`src/rtl/ebs_pkg.sv`:
```
package ebs_pkg;
    // ------------------------------------------------------------
    // Register map (byte addresses)
    // ------------------------------------------------------------
    localparam logic [7:0] OFS_BUS_TIMING_UPPER = 8'h00;
    localparam logic [7:0] OFS_BUS_TIMING_LOWER = 8'h04;
    localparam logic [7:0] OFS_STATUS = 8'h08;
    localparam int ADDR_W = 8;

    // ------------------------------------------------------------
    // Field positions
    // ------------------------------------------------------------
    // bus_timing_upper
    localparam int F_DATA_READ_LEN = 0;
    localparam int F_LATCHED_DATA_READ_LEN = 2;
    // bus_timing_lower
    localparam int F_LATCH_WIDTH = 0;
    localparam int F_WRITE_PULSE_WIDTH = 1;
    localparam int F_WRITE_HOLD_EXT = 2;
    localparam int F_CODE_READ_LEN = 4;
    localparam int F_LATCHED_CODE_READ_LEN = 6;
    // status
    localparam int F_STAT_BUSY = 0;
    localparam int F_STAT_STATE = 4;

    // ------------------------------------------------------------
    // Reset values
    // ------------------------------------------------------------
    localparam logic [3:0] RST_BUS_TIMING_UPPER = 4'h0;
    // Extended write hold set from reset, since the part needs it anyway
    localparam logic [7:0] RST_BUS_TIMING_LOWER = 8'h04;

    // ------------------------------------------------------------
    // Timing, counted in half bus clocks (one core cycle each)
    // ------------------------------------------------------------
    localparam logic [3:0] TK_LATCH_SHORT = 4'h1;
    localparam logic [3:0] TK_LATCH_LONG = 4'h3;
    localparam logic [3:0] TK_GAP = 4'h1;
    localparam logic [3:0] TK_WRITE_SHORT = 4'h2;
    localparam logic [3:0] TK_WRITE_LONG = 4'h4;
    localparam logic [3:0] TK_WRITE_HOLD = 4'h2;
    localparam logic [3:0] TK_MIN_STROBE = 4'h2;

    // ------------------------------------------------------------
    // Cycle kinds and states
    // ------------------------------------------------------------
    localparam logic [1:0] KIND_CODE = 2'h0;
    localparam logic [1:0] KIND_READ = 2'h1;
    localparam logic [1:0] KIND_WRITE = 2'h2;

    typedef enum logic [2:0] {
        ST_IDLE = 3'b000,
        ST_LATCH = 3'b001,
        ST_GAP = 3'b010,
        ST_STROBE = 3'b011,
        ST_HOLD = 3'b100
    } ebs_state_e;
endpackage

```
`src/rtl/ebs_bus_strobe_timing.sv`:
```
`timescale 1ns/1ns
// What this block does
// - All strobe widths and cycle lengths come from the upper and lower timing registers.
// - Address latch strobe lasts half a clock, or one and a half when selected.
// - Unlatched code fetch holds program store strobe 1 to 4 clocks by field.
// - Latched code fetch lasts 2 to 5 clocks in total by field.
// - Latched fetch strobe equals total minus latch width minus half a clock.
// - Burst code fetches keep program store strobe low across cycle boundaries.
// - Data read strobe 1 to 4 clocks unlatched; latched read totals 2 to 5.
// - One-clock read strobes ignore wait; stretchable reads need two clocks or more.
//
// One core cycle stands for half a bus clock, so every width is an even or
// odd count of core cycles and no falling-edge logic is needed.
module ebs_bus_strobe_timing (
    // Clock and reset
    input wire logic i_core_clk,
    input wire logic i_sys_rst,
    // AHB-Lite slave
    input wire logic i_hsel,
    input wire logic [31:0] i_haddr,
    input wire logic [1:0] i_htrans,
    input wire logic i_hwrite,
    input wire logic [2:0] i_hsize,
    input wire logic [31:0] i_hwdata,
    input wire logic i_hready,
    output logic [31:0] o_hrdata,
    output logic o_hreadyout,
    output logic o_hresp,
    // Bus cycle requests from the core
    input wire logic i_req_valid,
    input wire logic [1:0] i_req_kind,
    input wire logic i_req_latch,
    input wire logic i_req_burst,
    output logic o_req_ready,
    output logic o_cycle_done,
    output logic o_busy,
    // External bus strobes
    input wire logic i_wait,
    output logic o_addr_latch_strobe,
    output logic o_program_store_strobe_n,
    output logic o_read_strobe_n,
    output logic o_write_strobe_n,
    output logic o_write_data_oe_n
);
    // ------------------------------------------------------------
    // Register file
    // ------------------------------------------------------------
    logic [3:0] bus_timing_upper;
    logic [7:0] bus_timing_lower;
    logic dp_write;
    logic [ebs_pkg::ADDR_W-1:0] dp_addr;
    ebs_pkg::ebs_state_e state;

    logic addr_phase;
    assign addr_phase = i_hsel && i_hready && i_htrans[1];
    assign o_hreadyout = 1'b1;
    assign o_hresp = 1'b0;

    always_ff @(posedge i_core_clk) begin
        if (i_sys_rst) begin
            dp_write <= 1'b0;
            dp_addr <= '0;
        end else begin
            dp_write <= addr_phase && i_hwrite;
            dp_addr <= i_haddr[ebs_pkg::ADDR_W-1:0];
        end
    end

    always_ff @(posedge i_core_clk) begin
        if (i_sys_rst) begin
            bus_timing_upper <= ebs_pkg::RST_BUS_TIMING_UPPER;
            bus_timing_lower <= ebs_pkg::RST_BUS_TIMING_LOWER;
        end else if (dp_write) begin
            if (dp_addr == ebs_pkg::OFS_BUS_TIMING_UPPER) begin
                bus_timing_upper <= i_hwdata[3:0];
            end
            if (dp_addr == ebs_pkg::OFS_BUS_TIMING_LOWER) begin
                bus_timing_lower <= i_hwdata[7:0];
            end
        end
    end

    // Read data is captured in the address phase; a write to the same word
    // completing in that very cycle is forwarded so the read is never stale.
    function automatic logic [31:0] read_word(input logic [ebs_pkg::ADDR_W-1:0] a,
                                             input logic [3:0] up,
                                             input logic [7:0] lo,
                                             input logic [2:0] st);
        logic [31:0] w;
        w = 32'h0000_0000;
        if (a == ebs_pkg::OFS_BUS_TIMING_UPPER) begin
            w[3:0] = up;
        end else if (a == ebs_pkg::OFS_BUS_TIMING_LOWER) begin
            w[7:0] = lo;
        end else if (a == ebs_pkg::OFS_STATUS) begin
            w[ebs_pkg::F_STAT_BUSY] = (st != 3'h0);
            w[ebs_pkg::F_STAT_STATE +: 3] = st;
        end
        return w;
    endfunction

    logic fwd_up;
    logic fwd_lo;
    assign fwd_up = dp_write && (dp_addr == ebs_pkg::OFS_BUS_TIMING_UPPER);
    assign fwd_lo = dp_write && (dp_addr == ebs_pkg::OFS_BUS_TIMING_LOWER);

    always_ff @(posedge i_core_clk) begin
        if (i_sys_rst) begin
            o_hrdata <= 32'h0000_0000;
        end else if (addr_phase && !i_hwrite) begin
            o_hrdata <= read_word(i_haddr[ebs_pkg::ADDR_W-1:0],
                                  fwd_up ? i_hwdata[3:0] : bus_timing_upper,
                                  fwd_lo ? i_hwdata[7:0] : bus_timing_lower,
                                  state);
        end
    end

    // ------------------------------------------------------------
    // Setting fields
    // ------------------------------------------------------------
    logic latch_width_sel;
    logic write_pulse_width_sel;
    logic write_hold_ext_sel;
    logic [1:0] code_read_len_sel;
    logic [1:0] latched_code_read_len_sel;
    logic [1:0] data_read_len_sel;
    logic [1:0] latched_data_read_len_sel;
    assign latch_width_sel = bus_timing_lower[ebs_pkg::F_LATCH_WIDTH];
    assign write_pulse_width_sel = bus_timing_lower[ebs_pkg::F_WRITE_PULSE_WIDTH];
    assign write_hold_ext_sel = bus_timing_lower[ebs_pkg::F_WRITE_HOLD_EXT];
    assign code_read_len_sel = bus_timing_lower[ebs_pkg::F_CODE_READ_LEN +: 2];
    assign latched_code_read_len_sel = bus_timing_lower[ebs_pkg::F_LATCHED_CODE_READ_LEN +: 2];
    assign data_read_len_sel = bus_timing_upper[ebs_pkg::F_DATA_READ_LEN +: 2];
    assign latched_data_read_len_sel = bus_timing_upper[ebs_pkg::F_LATCHED_DATA_READ_LEN +: 2];

    // Strobe width in half clocks for a cycle of the given kind.
    // Settings that leave no room for a strobe fall back to one clock.
    function automatic logic [3:0] strobe_ticks(input logic [1:0] kind, input logic latched);
        logic [3:0] total;
        logic [3:0] lat;
        logic [3:0] rest;
        total = 4'h0;
        lat = latch_width_sel ? ebs_pkg::TK_LATCH_LONG : ebs_pkg::TK_LATCH_SHORT;
        rest = 4'h0;
        if (kind == ebs_pkg::KIND_WRITE) begin
            rest = write_pulse_width_sel ? ebs_pkg::TK_WRITE_LONG
                                         : ebs_pkg::TK_WRITE_SHORT;
        end else if (!latched) begin
            rest = (kind == ebs_pkg::KIND_CODE) ? {1'b0, code_read_len_sel, 1'b0} + 4'h2
                                                : {1'b0, data_read_len_sel, 1'b0} + 4'h2;
        end else begin
            total = (kind == ebs_pkg::KIND_CODE) ? {1'b0, latched_code_read_len_sel, 1'b0} + 4'h4
                                                 : {1'b0, latched_data_read_len_sel, 1'b0} + 4'h4;
            if (total > lat + ebs_pkg::TK_GAP) begin
                rest = total - lat - ebs_pkg::TK_GAP;
            end
        end
        if (rest < ebs_pkg::TK_MIN_STROBE && kind != ebs_pkg::KIND_WRITE) begin
            rest = ebs_pkg::TK_MIN_STROBE;
        end
        return rest;
    endfunction

    // ------------------------------------------------------------
    // Cycle sequencer
    // ------------------------------------------------------------
    logic [3:0] cnt;
    logic [3:0] stb_len;
    logic [1:0] cur_kind;
    logic cur_latch_width_sel;
    logic cur_hold;
    logic wait_ok;
    logic stall;
    logic burst_take;
    logic strobe_end;

    // A one-clock read strobe cannot be widened by wait
    assign wait_ok = !(cur_kind == ebs_pkg::KIND_READ && stb_len <= ebs_pkg::TK_MIN_STROBE);
    assign stall = (state == ebs_pkg::ST_STROBE) && i_wait && wait_ok;
    assign strobe_end = (state == ebs_pkg::ST_STROBE) && (cnt == 4'h1) && !stall;
    assign burst_take = strobe_end && cur_kind == ebs_pkg::KIND_CODE && i_req_valid
                        && i_req_kind == ebs_pkg::KIND_CODE && !i_req_latch && i_req_burst;
    assign o_req_ready = (state == ebs_pkg::ST_IDLE) || burst_take;

    always_ff @(posedge i_core_clk) begin
        if (i_sys_rst) begin
            state <= ebs_pkg::ST_IDLE;
            cnt <= 4'h0;
            stb_len <= 4'h0;
            cur_kind <= ebs_pkg::KIND_CODE;
            cur_latch_width_sel <= 1'b0;
            cur_hold <= 1'b0;
            o_cycle_done <= 1'b0;
        end else begin
            o_cycle_done <= 1'b0;
            unique case (state)
                ebs_pkg::ST_IDLE: begin
                    if (i_req_valid) begin
                        cur_kind <= i_req_kind;
                        cur_latch_width_sel <= latch_width_sel;
                        cur_hold <= write_hold_ext_sel;
                        stb_len <= strobe_ticks(i_req_kind, i_req_latch);
                        if (i_req_latch) begin
                            state <= ebs_pkg::ST_LATCH;
                            cnt <= latch_width_sel ? ebs_pkg::TK_LATCH_LONG
                                                   : ebs_pkg::TK_LATCH_SHORT;
                        end else begin
                            state <= ebs_pkg::ST_STROBE;
                            cnt <= strobe_ticks(i_req_kind, 1'b0);
                        end
                    end
                end
                ebs_pkg::ST_LATCH: begin
                    if (cnt == 4'h1) begin
                        state <= ebs_pkg::ST_GAP;
                        cnt <= ebs_pkg::TK_GAP;
                    end else begin
                        cnt <= cnt - 4'h1;
                    end
                end
                ebs_pkg::ST_GAP: begin
                    state <= ebs_pkg::ST_STROBE;
                    cnt <= stb_len;
                end
                ebs_pkg::ST_STROBE: begin
                    if (stall) begin
                        cnt <= cnt;
                    end else if (cnt != 4'h1) begin
                        cnt <= cnt - 4'h1;
                    end else if (burst_take) begin
                        // Strobe stays low; cnt and stb_len reload and o_cycle_done pulses
                        o_cycle_done <= 1'b1;
                        stb_len <= strobe_ticks(ebs_pkg::KIND_CODE, 1'b0);
                        cnt <= strobe_ticks(ebs_pkg::KIND_CODE, 1'b0);
                    end else if (cur_kind == ebs_pkg::KIND_WRITE && cur_hold) begin
                        state <= ebs_pkg::ST_HOLD;
                        cnt <= ebs_pkg::TK_WRITE_HOLD;
                    end else begin
                        state <= ebs_pkg::ST_IDLE;
                        o_cycle_done <= 1'b1;
                    end
                end
                ebs_pkg::ST_HOLD: begin
                    if (cnt == 4'h1) begin
                        state <= ebs_pkg::ST_IDLE;
                        o_cycle_done <= 1'b1;
                    end else begin
                        cnt <= cnt - 4'h1;
                    end
                end
                default: begin
                    state <= ebs_pkg::ST_IDLE;
                end
            endcase
        end
    end

    // ------------------------------------------------------------
    // Strobe pins, decoded straight from state flops
    // ------------------------------------------------------------
    logic in_strobe;
    assign in_strobe = (state == ebs_pkg::ST_STROBE);
    assign o_busy = (state != ebs_pkg::ST_IDLE);
    assign o_addr_latch_strobe = (state == ebs_pkg::ST_LATCH);
    assign o_program_store_strobe_n = !(in_strobe && cur_kind == ebs_pkg::KIND_CODE);
    assign o_read_strobe_n = !(in_strobe && cur_kind == ebs_pkg::KIND_READ);
    assign o_write_strobe_n = !(in_strobe && cur_kind == ebs_pkg::KIND_WRITE);
    assign o_write_data_oe_n = !(cur_kind == ebs_pkg::KIND_WRITE && o_busy
                                 && state != ebs_pkg::ST_LATCH);

    // ------------------------------------------------------------
    // Checks
    // ------------------------------------------------------------
    logic [4:0] run;
    logic [4:0] cyc;
    logic waited;
    always_ff @(posedge i_core_clk) begin
        if (i_sys_rst || state == ebs_pkg::ST_IDLE || burst_take) begin
            run <= 5'h00;
            // A burst continuation starts a fresh cycle count as well
            cyc <= 5'h00;
            waited <= 1'b0;
        end else begin
            run <= (in_strobe && run != 5'h1F) ? run + 5'h01 : run;
            cyc <= (cyc != 5'h1F) ? cyc + 5'h01 : cyc;
            waited <= waited || stall;
        end
    end

    chk_latch_short: assert property (@(posedge i_core_clk) disable iff (i_sys_rst)
        $rose(o_addr_latch_strobe) && !cur_latch_width_sel |=> !o_addr_latch_strobe)
        else $error("short latch strobe not half a clock");
    chk_latch_long: assert property (@(posedge i_core_clk) disable iff (i_sys_rst)
        $rose(o_addr_latch_strobe) && cur_latch_width_sel |=> o_addr_latch_strobe ##1 o_addr_latch_strobe
        ##1 !o_addr_latch_strobe)
        else $error("long latch strobe not one and a half clocks");
    chk_code_unlatched: assert property (@(posedge i_core_clk) disable iff (i_sys_rst)
        state == ebs_pkg::ST_IDLE && i_req_valid && !i_req_latch && i_req_kind == ebs_pkg::KIND_CODE
        |=> stb_len == {1'b0, $past(code_read_len_sel), 1'b0} + 4'h2)
        else $error("code strobe width wrong");
    chk_code_total: assert property (@(posedge i_core_clk) disable iff (i_sys_rst)
        strobe_end && cur_kind == ebs_pkg::KIND_CODE && !waited
        |-> run + 5'h01 == {1'b0, stb_len})
        else $error("code strobe width wrong");
    chk_burst_hold: assert property (@(posedge i_core_clk) disable iff (i_sys_rst)
        burst_take |=> !o_program_store_strobe_n && !$past(o_program_store_strobe_n))
        else $error("program store strobe toggled in burst");
    chk_read_len: assert property (@(posedge i_core_clk) disable iff (i_sys_rst)
        $rose(o_read_strobe_n) && !waited |-> run == {1'b0, stb_len})
        else $error("read strobe width wrong");
    chk_write_width: assert property (@(posedge i_core_clk) disable iff (i_sys_rst)
        $rose(o_write_strobe_n) && !waited
        |-> run == (write_pulse_width_sel ? 5'h04 : 5'h02) || $changed(write_pulse_width_sel))
        else $error("write strobe width wrong");
    chk_write_hold: assert property (@(posedge i_core_clk) disable iff (i_sys_rst)
        $rose(o_write_strobe_n) && cur_hold |-> !o_write_data_oe_n [*2] ##1 o_write_data_oe_n)
        else $error("write data hold not one clock");
    chk_short_read: assert property (@(posedge i_core_clk) disable iff (i_sys_rst)
        in_strobe && cur_kind == ebs_pkg::KIND_READ && stb_len == 4'h2 && cnt == 4'h1
        |=> o_read_strobe_n)
        else $error("one clock read strobe was stretched");
    chk_wait_extend: assert property (@(posedge i_core_clk) disable iff (i_sys_rst)
        in_strobe && cnt == 4'h1 && i_wait && wait_ok |=> in_strobe && cnt == 4'h1)
        else $error("wait did not extend strobe");
    chk_latched_total: assert property (@(posedge i_core_clk) disable iff (i_sys_rst)
        $rose(o_program_store_strobe_n) && !waited && $past(cyc) > {1'b0, stb_len}
        |-> cyc == ((cur_latch_width_sel && $past(latched_code_read_len_sel, 1) == 2'b00)
                    ? {1'b0, ebs_pkg::TK_LATCH_LONG + ebs_pkg::TK_GAP + ebs_pkg::TK_MIN_STROBE}
                    : {1'b0, $past(latched_code_read_len_sel, 1), 1'b0} + 5'h04)
            || $changed(latched_code_read_len_sel))
        else $error("latched code cycle total wrong");
endmodule // ebs_bus_strobe_timing

```
`config.mk`:
```
export PLATFORM = sky130hd
export DESIGN_NAME = ebs_bus_strobe_timing
export DESIGN_NICKNAME = d
export VERILOG_FILES = /design/src/rtl/ebs_pkg.sv /design/src/rtl/ebs_bus_strobe_timing.sv
export SDC_FILE = /design/constraint.sdc
export NUM_CORES = 1
export LEC_CHECK = 0
export CAP_MARGIN = 20
export CORE_MARGIN = 2
export CORE_UTILIZATION = 60
export DETAILED_ROUTE_END_ITERATION = 7
export DONT_BUFFER_PORTS = 1
export GPL_ROUTABILITY_DRIVEN = 1
export PLACE_DENSITY = 0.84
export REMOVE_ABC_BUFFERS = 1
export SYNTH_ARGS = -nofsm -noshare
export SYNTH_HDL_FRONTEND = slang
export SYNTH_SLANG_ARGS = --single-unit
```
`constraint.sdc`:
```
create_clock -name i_core_clk -period 4.4 [get_ports i_core_clk]
set_input_delay 0.88 -clock i_core_clk [delete_from_list [all_inputs] [get_ports i_core_clk]]
set_output_delay 0.88 -clock i_core_clk [all_outputs]
set_load 0.02 [all_outputs]
```
==> impl_metrics.ini <==
[power_and_ir_drop]
cell_internal_power_mw = 0.586
share_seq_of_total_power = 0.517
clock_power_share = 0.281
power.density_cell_area_mw_per_mm2 = 328
switchingPower_mw = 0.277
netSwitchingFraction = 0.321
worst_ir_drop_on_vdd_v = 0.000259
cellLeakagePower_nw = 1.04
pwr-share-comb = 0.202

[synthesis]
yosysTopAreaCell = sky130_fd_sc_hd__dfxtp_1
ys_ff_latch = 43
synthFlopType = sky130_fd_sc_hd__dfxtp_1
synthTopCellsByArea = sky130_fd_sc_hd__dfxtp_1, sky130_fd_sc_hd__buf_4, sky130_fd_sc_hd__nor2b_1, sky130_fd_sc_hd__nor2_1, sky130_fd_sc_hd__nand2_1
library_cells_used_by_synthesis = 60
ys_seq_area_frac = 0.320
synthMostInstantiatedCell = sky130_fd_sc_hd__dfxtp_1
syn_area_mm2 = 0.00269
synthTopCellsByCount = sky130_fd_sc_hd__dfxtp_1, sky130_fd_sc_hd__nor2_1, sky130_fd_sc_hd__buf_4, sky130_fd_sc_hd__nand2_1, sky130_fd_sc_hd__nor2b_1
synthArstFlopShare = 0
synth.yosys.warnings = 0
syn-instance-count = 321
syn_avg_cell_area_um2 = 8.37
synthDominantCellAreaShare = 0.320
number_of_synthesized_flops_with_an_enable_pin = 0

[hold_path]
hold_path_end = cur_hold
holdCritStartpoint = cur_hold
hp-class = flop to flop
hold_path_depth = 2

[timing]
finClkSkew_ns = 0.00393
finalWorstPathRequiredPeriod_ns = 3.01
final.setup.tns_ns = 0
finalCritPeriodShare = 0.683
timing_hold_violations_final = 0
achievable-frequency_mhz = 333
timing.final.setup_violations = 0
worst_slew_margin_rel = 0.469
grt_setup_unrepaired = no
final_max_slew_viol_count = 0
tightest_slew_ns = 0.795

[detailed_routing]
antenna_left = 0
post-route-drc-count = 0
firstDrtPassIters = 4
post_drt_wl_per_cell_um = 15.3
drt_first_iter_violations = 195
viasPerCell = 6.04
vias = 2173
wirelength_um = 5490

[clock_tree]
cts-root-to-sink-buffers = 2
cts_max_level = 2
cts_hold_buf = 0
post_cts_buffers = 0
cts_tree = done
post_cts.resized_instances = 0
clk_latency_ns = 0.29
cts.sinks = 43
cts_root_buf = sky130_fd_sc_hd__clkbuf_8
clkSlewWorstSetupHoldPaths_ns = 0.08
cts_inserted_buffers = 5

[placed_design]
place_inst = 353
io_buffer_count = 0
detailed_place.area_mm2 = 0.00255
finalWeightedCongestion = 0.870
detailedPlacementHpwl_um = 4020

[status]
outcome = complete, no violations

[floorplanning]
placement_row_count = 24
die_width_um = 70.9
floorplan.die_area_mm2 = 0.00503
pin_count = 122
die_h_um = 70.9
start_util = 0.621
core_mm2 = 0.00432

[final_layout]
final_layout_size_suffix_gt1_frac = 0.0909
syn_to_final_growth_pct = -2.10
multiInputGateArea_mm2 = 0.00160
final-instance-count-excl-fill = 360
layout.area.seq_um2 = 861
final_layout_net_count = 396
antenna_cells = 0
final_area_mm2 = 0.00263
num-fill-cells = 412

[grt]
global_route_wire_length_before_repair_um = 9280
grt_pass1_vias = 2003
gr-total-overflow = 0
grt_max_degree = 46
antenna_violations_before_repair = 0
grt_usage = 0.227

[worst_setup_path]
critPathCaptureType = output pin
critical_path_required_ns = 3.52
crit-reg2reg-launch = state[1]
r2r_setup_slk_ns = 1.93
worst_ep_arrival_time_ns = 2.13
critical_path_class = flop to output pin
r2r_cells = 5
crit_path_start_kind = flop
worst_r2r_endpoint = cnt[2]
cp-startpoint = state[1]
critPathMaxFanout = 24

[job]
drv_cap = 0
critical path: stages (launching register included):
cell                      delay [ns]
sky130_fd_sc_hd__dfxtp_1        0.57
sky130_fd_sc_hd__nor3_1         0.67
sky130_fd_sc_hd__inv_1          0.33
sky130_fd_sc_hd__nand2_1        0.26
power groups by stage:
| stage | clock network, mW | registers (mW) | logic [mW] |
|---|---|---|---|
| 2_1_floorplan | 0 | 0.444 | 0.148 |
| 3_3_place_gp | 0 | 0.453 | 0.168 |
| 3_5_place_dp | 0 | 0.454 | 0.172 |
| 4_1_cts | 0.247 | 0.445 | 0.173 |
| 5_1_grt | 0.264 | 0.451 | 0.194 |
| 6_report | 0.243 | 0.446 | 0.174 |
cells by family (layout without fill, tap and decap cells):
logic type	count (synthesis)	in the layout	synth area share
buffers and inverters	50	13	0.118
xor gates and xnor gates	2	2	0.00652
DFF	43	43	0.320
AOI/OAI and AO/OA	67	67	0.178
other	2	26	0.00280
and+or+nand+nor	134	134	0.278
adders and majority gates	8	8	0.0373
muxes	15	15	0.0592
cells in the final DEF, fill, tap and decap left out, types with 2 or more instances in the layout:
| master | n |
|---|---|
| sky130_fd_sc_hd__a2bb2oi_1 | 3 |
| sky130_fd_sc_hd__dfxtp_1 | 43 |
| sky130_fd_sc_hd__or3b_2 | 3 |
| sky130_fd_sc_hd__o211ai_1 | 4 |
| sky130_fd_sc_hd__conb_1 | 26 |
| sky130_fd_sc_hd__nor3_1 | 12 |
| sky130_fd_sc_hd__a211oi_1 | 4 |
| sky130_fd_sc_hd__nor4bb_1 | 2 |
| sky130_fd_sc_hd__nand3b_1 | 3 |
| sky130_fd_sc_hd__o22ai_1 | 2 |
| sky130_fd_sc_hd__clkbuf_8 | 5 |
| sky130_fd_sc_hd__and3b_1 | 2 |
| sky130_fd_sc_hd__ha_1 | 8 |
| sky130_fd_sc_hd__nand2b_1 | 3 |
| sky130_fd_sc_hd__mux2_2 | 7 |
| sky130_fd_sc_hd__nand3_1 | 6 |
| sky130_fd_sc_hd__a22o_1 | 2 |
| sky130_fd_sc_hd__o311a_1 | 2 |
| sky130_fd_sc_hd__inv_1 | 6 |
| sky130_fd_sc_hd__nand4b_1 | 4 |
| sky130_fd_sc_hd__a31oi_1 | 2 |
| sky130_fd_sc_hd__nor4_1 | 4 |
| sky130_fd_sc_hd__a221oi_1 | 4 |
| sky130_fd_sc_hd__a21oi_1 | 19 |
| sky130_fd_sc_hd__nor2_1 | 30 |
| sky130_fd_sc_hd__nor2b_1 | 20 |
| sky130_fd_sc_hd__o31ai_1 | 3 |
| sky130_fd_sc_hd__mux2i_1 | 8 |
| sky130_fd_sc_hd__a311oi_1 | 3 |
| sky130_fd_sc_hd__nor3b_1 | 5 |
| sky130_fd_sc_hd__o21ai_0 | 9 |
| sky130_fd_sc_hd__nand2_1 | 28 |
worst max-delay path by stage:
stage / endpoint / slack, ns / depth (start not counted)
3_3_place_gp: o_req_ready / 1.67 / 3
3_5_place_dp: o_req_ready / 1.65 / 3
6_report: o_req_ready / 1.39 / 3
5_1_grt: o_req_ready / 1.24 / 3
4_1_cts: o_req_ready / 1.42 / 3
2_1_floorplan: o_req_ready / 1.84 / 3
stage by stage:
| stage | util | total power, mW | worst slack [ns] | hold WS [ns] |
|---|---|---|---|---|
| 2_1_floorplan | - | 0.593 | 1.84 | 0.434 |
| 3_3_place_gp | 0.589 | 0.621 | 1.67 | 0.457 |
| 3_5_place_dp | 0.589 | 0.625 | 1.65 | 0.462 |
| 4_1_cts | 0.608 | 0.865 | 1.42 | 0.474 |
| 5_1_grt | 0.608 | 0.909 | 1.24 | 0.519 |
| 6_report | 0.608 | 0.863 | 1.39 | 0.482 |
area by class of cell:
cell class	instances	share of cell area
Sequential cell	43	0.327
Clock buffer	5	0.0262
Inverter	6	0.00856
Clock inverter	2	0.00523
Tap cell	52	0.0247
Multi-Input combinational cell	252	0.608
registers in the layout, indices dropped and copies added (netlist names):
signal,count
stb_len,3
state,3
dp_addr,8
o_hrdata,8
bus_timing_lower,8
dp_write,1
cur_kind,2
cnt,4
o_cycle_done,1
cur_hold,1
bus_timing_upper,4
per-layer routing:
layer  vias up  GRT usage  share of wire
met2        71      0.379           0.49
li1       1072          -              -
met5         -          0              0
met3         8     0.0655          0.070
met4         0     0.0440          0.010
met1      1022      0.295           0.43
No activity file was read; power rests on OpenSTA's default activity.
